**src/hw/codec_frame_pkg.sv**
```systemverilog
// Constants for the speech codec frame interface.
// Assumes one 125 MHz system clock and a synchronous reset.
// Behaviour
// - Every sample and parameter is a 16-bit word.
// - Each 20 ms of samples yields 76 words.
// - Reset sets encoder-side state before samples.
// - Reset returns decoder-side state to initial values.
// - Encoder samples input every 8 kHz tick.
// - Decoder outputs samples every 8 kHz tick.
// - Input sample is 13 bits, left-justified.
// - Log-area codes one to four: 6,6,5,5 bits.
// - Log-area codes five to eight: 4,4,3,3 bits.
// - Subframe: lag 7, gain 2, grid 2, amplitude 6, then 3-bit pulses.
// - Block amplitude is 6 bits, full range.
// - Grid position is 2 bits, right-justified.
// - Decoder takes any lag code 0 to 127.
// - Out-of-range lag reuses last, starts at 40.
// - Output sample 13 bits, three low zeros.
package codec_frame_pkg;
  localparam int WORD_W = 16; // Word width
  localparam int SMP_W = 13; // Significant sample bits
  localparam int PAD_W = WORD_W - SMP_W; // Zero bits under sample
  localparam int FRAME_WORDS = 76; // Words per frame
  localparam int LAR_WORDS = 8; // Log-area words at frame head
  localparam int SUB_WORDS = 17; // Words per subframe
  localparam int CLK_NS = 8; // Clock period, ns
  localparam int SAMPLE_NS = 125000; // 8 kHz period, ns
  localparam int TICK_CYC = SAMPLE_NS / CLK_NS; // Cycles per sample
  localparam int FRAME_MS = 20; // Frame length, ms
  localparam int FRAME_SMP = FRAME_MS * 1000000 / SAMPLE_NS; // 160
  localparam logic [6:0] LAG_MIN = 7'h28; // 40
  localparam logic [6:0] LAG_MAX = 7'h78; // 120
  localparam logic [6:0] LAG_INIT = 7'h28; // Remembered lag at reset
  localparam logic [6:0] IDX_LAST = 7'h4b; // 75
  localparam logic [6:0] IDX_FIRST = 7'h00;

  // Field width for a word position within the frame
  function automatic logic [2:0] field_width(input logic [6:0] idx);
    logic [6:0] s;
    s = 7'h00;
    if (idx < 7'(LAR_WORDS)) begin
      field_width = 3'h6 - 3'(idx[2:1]); // 6,6,5,5,4,4,3,3
    end else begin
      s = 7'((idx - 7'(LAR_WORDS)) % 7'(SUB_WORDS));
      unique case (s)
        7'h00: field_width = 3'h7; // Pitch lag
        7'h01: field_width = 3'h2; // Pitch gain
        7'h02: field_width = 3'h2; // Grid position
        7'h03: field_width = 3'h6; // Block amplitude
        default: field_width = 3'h3; // Pulse codes
      endcase
    end
  endfunction : field_width

  // True where the word carries a pitch lag
  function automatic logic is_lag(input logic [6:0] idx);
    is_lag = (idx >= 7'(LAR_WORDS)) &&
             (7'((idx - 7'(LAR_WORDS)) % 7'(SUB_WORDS)) == 7'h00);
  endfunction : is_lag

  // Keep only the field's low bits, right-justified
  function automatic logic [15:0] fit(input logic [15:0] w, input logic [6:0] idx);
    fit = w & ((16'h0001 << field_width(idx)) - 16'h0001);
  endfunction : fit
endpackage : codec_frame_pkg

```
**src/hw/word_fifo.sv**
```systemverilog
// Small flip-flop FIFO with valid/ready on both sides.
// Assumes a single clock and synchronous reset.
`timescale 1ns/10ps
module word_fifo #(
  parameter int W = 17,
  parameter int D = 8
) (
  input wire logic clk_sys,
  input wire logic srst,
  input wire logic [W-1:0] in_data,
  input wire logic in_valid,
  output logic in_ready,
  output logic [W-1:0] out_data,
  output logic out_valid,
  input wire logic out_ready
);
  localparam int AW = $clog2(D);
  logic [W-1:0] mem [D]; // Storage
  logic [AW-1:0] wp, rp, next_wp, next_rp; // Pointers
  logic [AW:0] cnt, next_cnt; // Fill level
  logic push, pop;

  assign in_ready = (cnt != (AW+1)'(D)); // Honest full
  assign out_valid = (cnt != '0); // Honest empty
  assign out_data = mem[rp];
  assign push = in_valid && in_ready;
  assign pop = out_valid && out_ready;

  // Pointer and level update
  always_comb begin
    next_wp = push ? AW'((wp + 1'b1) % D) : wp;
    next_rp = pop ? AW'((rp + 1'b1) % D) : rp;
    next_cnt = cnt + (AW+1)'(push) - (AW+1)'(pop);
  end

  always_ff @(posedge clk_sys) begin
    if (srst) begin
      wp <= '0;
      rp <= '0;
      cnt <= '0;
    end else begin
      wp <= next_wp;
      rp <= next_rp;
      cnt <= next_cnt;
    end
    if (push) begin
      mem[wp] <= in_data; // Data path needs no reset
    end
  end
endmodule : word_fifo

```
**src/hw/speech_codec_frame_interface.sv**
```systemverilog
// Word-level framing of a speech codec: sample pacing, parameter
// frames out of the encoder, parameter frames into the decoder.
// Assumes the codec core sits on the user side on the same clock and
// test equipment on the other side is synchronous to clk_sys.
`timescale 1ns/10ps
module speech_codec_frame_interface #(
  parameter int TICK_CYCLES = codec_frame_pkg::TICK_CYC,
  parameter int FIFO_DEPTH = 8
) (
  input wire logic clk_sys,
  input wire logic srst,
  // Encoder sample input from test equipment
  input wire logic [15:0] enc_sample_word,
  // Sample handed to the encoder core
  output logic [12:0] core_sample,
  output logic core_sample_valid,
  output logic core_frame_end,
  // Raw parameters from the encoder core
  input wire logic [15:0] core_param,
  input wire logic core_param_valid,
  output logic core_param_ready,
  // Encoded frame words to test equipment
  output logic [15:0] enc_word,
  output logic enc_word_sof,
  output logic enc_word_valid,
  input wire logic enc_word_ready,
  // Encoded frame words from test equipment
  input wire logic [15:0] dec_word,
  input wire logic dec_word_sof,
  input wire logic dec_word_valid,
  output logic dec_word_ready,
  // Decoded fields handed to the decoder core
  output logic [15:0] dec_field,
  output logic [6:0] dec_field_index,
  output logic dec_field_valid,
  output logic [6:0] decoded_pitch_lag,
  // Samples from the decoder core and to test equipment
  input wire logic [15:0] core_out_sample,
  output logic [15:0] dec_sample_word,
  output logic dec_sample_valid,
  output logic dec_frame_late
);
  localparam int TW = $clog2(TICK_CYCLES);
  localparam int FW = $clog2(codec_frame_pkg::FRAME_SMP);

  // 8 kHz tick divider
  logic [TW-1:0] div, next_div;
  logic tick;
  assign tick = (div == TW'(TICK_CYCLES - 1));

  always_comb begin
    next_div = tick ? '0 : div + 1'b1;
  end

  // Divider register; reset lines the ticks up with the test equipment
  always_ff @(posedge clk_sys) begin
    if (srst) begin
      div <= '0;
    end else begin
      div <= next_div;
    end
  end

  // Encoder side: sample capture and frame boundary count
  logic [FW-1:0] enc_smp, next_enc_smp; // Samples in current frame
  logic [12:0] next_core_sample;
  logic next_frame_end;

  always_comb begin
    next_enc_smp = enc_smp;
    next_core_sample = core_sample;
    next_frame_end = 1'b0;
    if (tick) begin
      // Sample taken every tick, never stalled
      next_core_sample = enc_sample_word[15 -: codec_frame_pkg::SMP_W];
      if (enc_smp == FW'(codec_frame_pkg::FRAME_SMP - 1)) begin
        next_enc_smp = '0;
        next_frame_end = 1'b1;
      end else begin
        next_enc_smp = enc_smp + 1'b1;
      end
    end
  end

  // Encoder sample registers; core_sample holds between ticks
  always_ff @(posedge clk_sys) begin
    if (srst) begin
      enc_smp <= '0;
      core_sample <= '0;
      core_sample_valid <= 1'b0;
      core_frame_end <= 1'b0;
    end else begin
      enc_smp <= next_enc_smp;
      core_sample <= next_core_sample;
      core_sample_valid <= tick;
      core_frame_end <= next_frame_end;
    end
  end

  // Encoder side: parameter formatting into the output FIFO
  logic [6:0] enc_idx, next_enc_idx; // Word position in frame
  logic push, fifo_in_ready;
  logic [15:0] push_word;
  logic push_sof;

  assign core_param_ready = fifo_in_ready; // Stall reaches the core
  assign push = core_param_valid && fifo_in_ready;
  assign push_word = codec_frame_pkg::fit(core_param, enc_idx);
  assign push_sof = (enc_idx == codec_frame_pkg::IDX_FIRST);

  always_comb begin
    next_enc_idx = enc_idx;
    if (push) begin
      // Wrap after the 76th word
      next_enc_idx = (enc_idx == codec_frame_pkg::IDX_LAST) ?
                     codec_frame_pkg::IDX_FIRST : enc_idx + 7'h01;
    end
  end

  // Encoder word position register
  always_ff @(posedge clk_sys) begin
    if (srst) begin
      enc_idx <= codec_frame_pkg::IDX_FIRST;
    end else begin
      enc_idx <= next_enc_idx;
    end
  end

  word_fifo #(.W(17), .D(FIFO_DEPTH)) word_fifo_i (
    .clk_sys(clk_sys),
    .srst(srst),
    .in_data({push_sof, push_word}),
    .in_valid(core_param_valid),
    .in_ready(fifo_in_ready),
    .out_data({enc_word_sof, enc_word}),
    .out_valid(enc_word_valid),
    .out_ready(enc_word_ready)
  );

  // Decoder side: word intake, field extraction and lag check
  logic [6:0] dec_idx, next_dec_idx; // Expected word position
  logic [6:0] next_lag;
  logic [15:0] next_field;
  logic [6:0] next_field_index;
  logic take, cur_lag_ok;
  logic [6:0] cur_pos; // Position of the word being taken
  logic [6:0] raw_lag;

  assign dec_word_ready = 1'b1; // Word rate is far below clock rate
  assign take = dec_word_valid;
  // A marked word always restarts the frame
  assign cur_pos = dec_word_sof ? codec_frame_pkg::IDX_FIRST : dec_idx;
  assign raw_lag = dec_word[6:0]; // Any of 0..127 accepted
  assign cur_lag_ok = (raw_lag >= codec_frame_pkg::LAG_MIN) &&
                      (raw_lag <= codec_frame_pkg::LAG_MAX);

  always_comb begin
    next_dec_idx = dec_idx;
    next_lag = decoded_pitch_lag;
    next_field = dec_field;
    next_field_index = dec_field_index;
    if (take) begin
      next_field = codec_frame_pkg::fit(dec_word, cur_pos);
      next_field_index = cur_pos;
      next_dec_idx = (cur_pos == codec_frame_pkg::IDX_LAST) ?
                     codec_frame_pkg::IDX_FIRST : cur_pos + 7'h01;
      if (codec_frame_pkg::is_lag(cur_pos)) begin
        // Bad lags fall back to the last good one
        next_lag = cur_lag_ok ? raw_lag : decoded_pitch_lag;
        next_field = {9'h000, next_lag};
      end
    end
  end

  // Decoder field registers
  always_ff @(posedge clk_sys) begin
    if (srst) begin
      dec_idx <= codec_frame_pkg::IDX_FIRST;
      decoded_pitch_lag <= codec_frame_pkg::LAG_INIT;
      dec_field <= '0;
      dec_field_index <= '0;
      dec_field_valid <= 1'b0;
    end else begin
      dec_idx <= next_dec_idx;
      decoded_pitch_lag <= next_lag;
      dec_field <= next_field;
      dec_field_index <= next_field_index;
      dec_field_valid <= take;
    end
  end

  // Decoder side: continuous 8 kHz output and frame lateness watch
  logic [FW-1:0] dec_smp, next_dec_smp; // Output samples this frame
  logic frame_in, next_frame_in; // Full frame seen this period
  logic next_late;
  logic [15:0] next_out;
  logic dec_frame_done;

  assign dec_frame_done = take && (cur_pos == codec_frame_pkg::IDX_LAST);

  always_comb begin
    next_dec_smp = dec_smp;
    next_frame_in = frame_in || dec_frame_done;
    next_late = dec_frame_late;
    next_out = dec_sample_word;
    if (tick) begin
      // Output never pauses, even if the feeder is late
      next_out = {core_out_sample[15 -: codec_frame_pkg::SMP_W],
                  {codec_frame_pkg::PAD_W{1'b0}}};
      if (dec_smp == FW'(codec_frame_pkg::FRAME_SMP - 1)) begin
        next_dec_smp = '0;
        // Sticky until reset; feeder missed its 20 ms window
        next_late = dec_frame_late || !next_frame_in;
        next_frame_in = 1'b0;
      end else begin
        next_dec_smp = dec_smp + 1'b1;
      end
    end
  end

  // Decoder output registers
  always_ff @(posedge clk_sys) begin
    if (srst) begin
      dec_smp <= '0;
      frame_in <= 1'b0;
      dec_frame_late <= 1'b0;
      dec_sample_word <= '0;
      dec_sample_valid <= 1'b0;
    end else begin
      dec_smp <= next_dec_smp;
      frame_in <= next_frame_in;
      dec_frame_late <= next_late;
      dec_sample_word <= next_out;
      dec_sample_valid <= tick;
    end
  end
endmodule : speech_codec_frame_interface

```
**config.mk**
```make
export PLATFORM = sky130hd
export DESIGN_NAME = speech_codec_frame_interface
export DESIGN_NICKNAME = d
export VERILOG_FILES = /design/src/hw/codec_frame_pkg.sv /design/src/hw/word_fifo.sv /design/src/hw/speech_codec_frame_interface.sv
export SDC_FILE = /design/constraint.sdc
export NUM_CORES = 1
export LEC_CHECK = 0
export BUFFER_PORTS_ARGS = -buffer_cell sky130_fd_sc_hd__buf_2
export CAP_MARGIN = 30
export CORE_MARGIN = 2
export CORE_UTILIZATION = 30
export CTS_CLUSTER_DIAMETER = 150
export CTS_CLUSTER_SIZE = 20
export DETAILED_ROUTE_END_ITERATION = 10
export PLACE_DENSITY = 0.44
export SYNTH_ARGS = -nofsm -noshare
export SYNTH_HDL_FRONTEND = slang
export SYNTH_HIERARCHICAL = 1
export SYNTH_SLANG_ARGS = --single-unit
```
**constraint.sdc**
```tcl
create_clock -name clk_sys -period 8.2 [get_ports clk_sys]
set_input_delay 0.41 -clock clk_sys [delete_from_list [all_inputs] [get_ports clk_sys]]
set_output_delay 0.41 -clock clk_sys [all_outputs]
set_load 0.02 [all_outputs]
```
==> flow_summary.ini <==
[setup_path]
worstReg2RegEnd = word_fifo_i/mem[0][6]$_DFFE_PP_
reg2reg_slack_ns = 1.56
worstSetupEndpointType = register
worstPathArrival_ns = 6.84
crit_type = reg2reg
crit_path_max_fanout = 18
crit-reg2reg-launch = enc_idx[1]$_SDFFE_PP0P_
cp-start-kind = register
cp_data_required_time_ns = 8.40
r2r_cells = 21

[global_route]
grt_max_degree = 79
grt_pass1_wl_um = 47750
overflow = 0
grt_pass1_vias = 8648
grtUsageTotal_pct = 13.56
grt_antenna_before_repair = 2

[synth]
synthFlopType = edfxtp_1
yosys.area_share.adder_pct = 4.497
syn_area_per_cell_um2 = 11.22
yosys.area_share.simple_pct = 15.77
seq_area_frac_synth_pct = 51.95
async_flop_share_pct = 0
netlist_instances = 1106
muxShareOfSynthArea_pct = 10.46
synth-compound-area-share_pct = 11.22
synth_top_family_by_area = simple AND/OR/NAND/NOR gates
synth_edf_count = 136
synth_warnings = 6
ys_ff_latch = 254
syn-cell-area_um2 = 12410
yosysUniqueCellTypes = 94
synth_xor_area_share_pct = 2.813

[floorplan]
core_um2 = 40830
dieArea_um2 = 43000
row_count = 74
ioPinCount = 154
die_y_um = 207.4
start_util_pct = 30.39
die_w_um = 207.4

[clock_network]
cts_num_sinks = 254
numCtsBuffers = 16
clk_pin_slew_ns = 0.09
tritoncts = yes
cts_hold_buffers = 0
cts_buffer_depth = 3
post_cts_buffers = 0
cts_root_buf = clkbuf_16
cts_resized = 0
ctsHtreeMaxLevel = 1
clock_latency_ns = 0.50

[hold_path]
min_to = dec_field[8]$_SDFFE_PP0P_
min-delay-start = dec_word[8]
hold_class = in2reg
hold_depth = 2

[timing]
tns_ns = 0
min_period_over_period_pct = 80.97
slew_violations = 0
hold_viol = 0
max_slew.worst_pin.slew_ns = 0.8637
max_freq_mhz = 150.6
period_needed_ns = 6.639
finalClockSkew_ns = 0.01532
rsz0062_at_grt = false
setup_viol = 0
slew_headroom_pct = 42.42

[detailed_routing]
first_pass_iters = 5
ant_nets = 0
first_iter_violations = 403
vias_per_cell = 4.896
vias = 8763
drc = 0
routed_wl_um = 29590
avgRoutedWirePerCell_um = 16.53

[run]
max_cap_viol_count = 0

[placement]
dp_cells = 1764
post-dp-hpwl_um = 19480
placement.io_buffers = 137
place.gp.congestion = 0.8137

[pwr]
p_leak_nw = 5.355
total_power_mw = 2.752
vdd_drop_max_uv = 104.2
powerDensity_nw_per_um2 = 194.0

[final_layout]
antenna_cells = 0
final_cells = 1790
mostFrequentLayoutCells = buf_2, edfxtp_1, dfxtp_1
layout-drive-gt1-share_pct = 18.76
final_nets = 1364
mostFrequentLayoutCell = buf_2
utilization_pct = 34.75
area_growth_pct = 14.34

[run_status]
status = complete, no violations
## through the flow
step	hold slack, ns	cell area [µm²]	setup slack [ns]
finish	0.1293	14190	1.561
global route	0.1035	14190	0.8561
CTS	0.09358	14190	1.579
detailed placement	0.4420	13720	1.603
global placement	0.4324	13720	1.730
floorplan	0.4268	12510	2.803
## kinds of logic after synthesis
family                   Yosys count
AO/OA/AOI/OAI                    204
XOR/XNOR                          39
adder cells (fa/ha/maj)           44
buffers and inverters             87
flip-flops                       254
multiplexers                      75
other                              2
AND/OR/NAND/NOR                  401
## where the power goes
part,switching [mW],internal [mW]
clock,0.431,0.387
combinational,0.296,0.214
sequential,0.0249,1.40
## layer usage
| layer | GRT usage, % | vias to the layer above | wire length (µm) |
|---|---|---|---|
| met5 | 0 | - | 21 |
| met4 | 2.635 | 4 | 390 |
| met3 | 2.920 | 29 | 1568 |
| met2 | 22.40 | 153 | 13590 |
| met1 | 18.37 | 4218 | 14010 |
| li1 | - | 4359 | - |
## area by class of cell
| class | instances | area, µm² |
|---|---|---|
| timing repair buffer | 151 | 790.8 |
| multi-input combinational | 791 | 5684 |
| clock inverter | 1 | 8.758 |
| fill | 4126 | 26640 |
| clock buffer | 25 | 455.4 |
| sequential | 254 | 6447 |
| tap | 532 | 665.6 |
| inverter | 36 | 135.1 |
## worst max path at each step
stage,from,endpoint,slack (ns),depth (start not counted)
global route,enc_idx[1]$_SDFFE_PP0P_,word_fifo_i/mem[5][4]$_DFFE_PP_,0.86,20
CTS,enc_idx[1]$_SDFFE_PP0P_,word_fifo_i/mem[0][6]$_DFFE_PP_,1.58,21
floorplan,enc_idx[3]$_SDFFE_PP0P_,word_fifo_i/mem[0][6]$_DFFE_PP_,2.80,21
detailed placement,enc_idx[1]$_SDFFE_PP0P_,word_fifo_i/mem[3][6]$_DFFE_PP_,1.60,21
global placement,enc_idx[1]$_SDFFE_PP0P_,word_fifo_i/mem[4][4]$_DFFE_PP_,1.73,20
finish,enc_idx[1]$_SDFFE_PP0P_,word_fifo_i/mem[0][6]$_DFFE_PP_,1.56,21
## synthesized netlist by cell type, drive strengths merged, types with 6 or more instances
| cell type | n | area [µm²] |
|---|---|---|
| a211oi | 9 | 77.57 |
| nor3 | 19 | 95.09 |
| nand2 | 114 | 427.9 |
| nor4 | 9 | 62.56 |
| or2 | 6 | 37.54 |
| nor2b | 13 | 81.33 |
| inv | 35 | 131.4 |
| nand4 | 20 | 125.1 |
| a31oi | 8 | 56.30 |
| clkbuf | 26 | 98.84 |
| mux2 | 22 | 251.5 |
| mux2i | 19 | 190.2 |
| dfxtp | 118 | 2362 |
| and3 | 14 | 87.58 |
| xnor2 | 22 | 200.2 |
| a311oi | 7 | 61.31 |
| buf | 25 | 166.4 |
| nand3 | 33 | 165.2 |
| and2 | 19 | 122.6 |
| ha | 43 | 538.0 |
| nor2 | 108 | 405.4 |
| xor2 | 17 | 148.9 |
| or3 | 10 | 63.81 |
| edfxtp | 136 | 4084 |
| a21oi | 70 | 354.1 |
| nand2b | 15 | 93.84 |
| o21ai | 33 | 165.2 |
| mux4 | 34 | 855.8 |
## state kept, by name, indices dropped and copies added, names as in the netlist, named ones only
register,count
word_fifo_i/mem,136
dec_field,16
div,14
core_sample,13
dec_sample_word,13
dec_smp,8
enc_smp,8
dec_field_index,7
dec_idx,7
decoded_pitch_lag,7
enc_idx,7
word_fifo_i/cnt,4
word_fifo_i/rp,3
word_fifo_i/wp,3
core_frame_end,1
dec_field_valid,1
dec_frame_late,1
dec_sample_valid,1
frame_in,1
## worst max-delay path, cell delays in order, from the launching register on
cell and delay, ns:
dfxtp_1 0.76, inv_1 0.27, ha_1 0.28, o21a_1 0.22
nor4_1 0.71, nor2_1 0.11, xnor2_1 0.43, ha_1 0.30
or3_1 0.14, mux2i_1 0.07, a211oi_1 0.33, a31oi_1 0.18
and3b_2 0.30, a2111oi_2 0.34, nor2b_1 0.12, a31oi_2 0.35
nand3_1 0.13, ha_1 0.33, and2_1 0.18, and3_1 0.18
a31o_1 0.18, a311o_1 0.42
No activity file was read; power rests on OpenSTA's default activity.
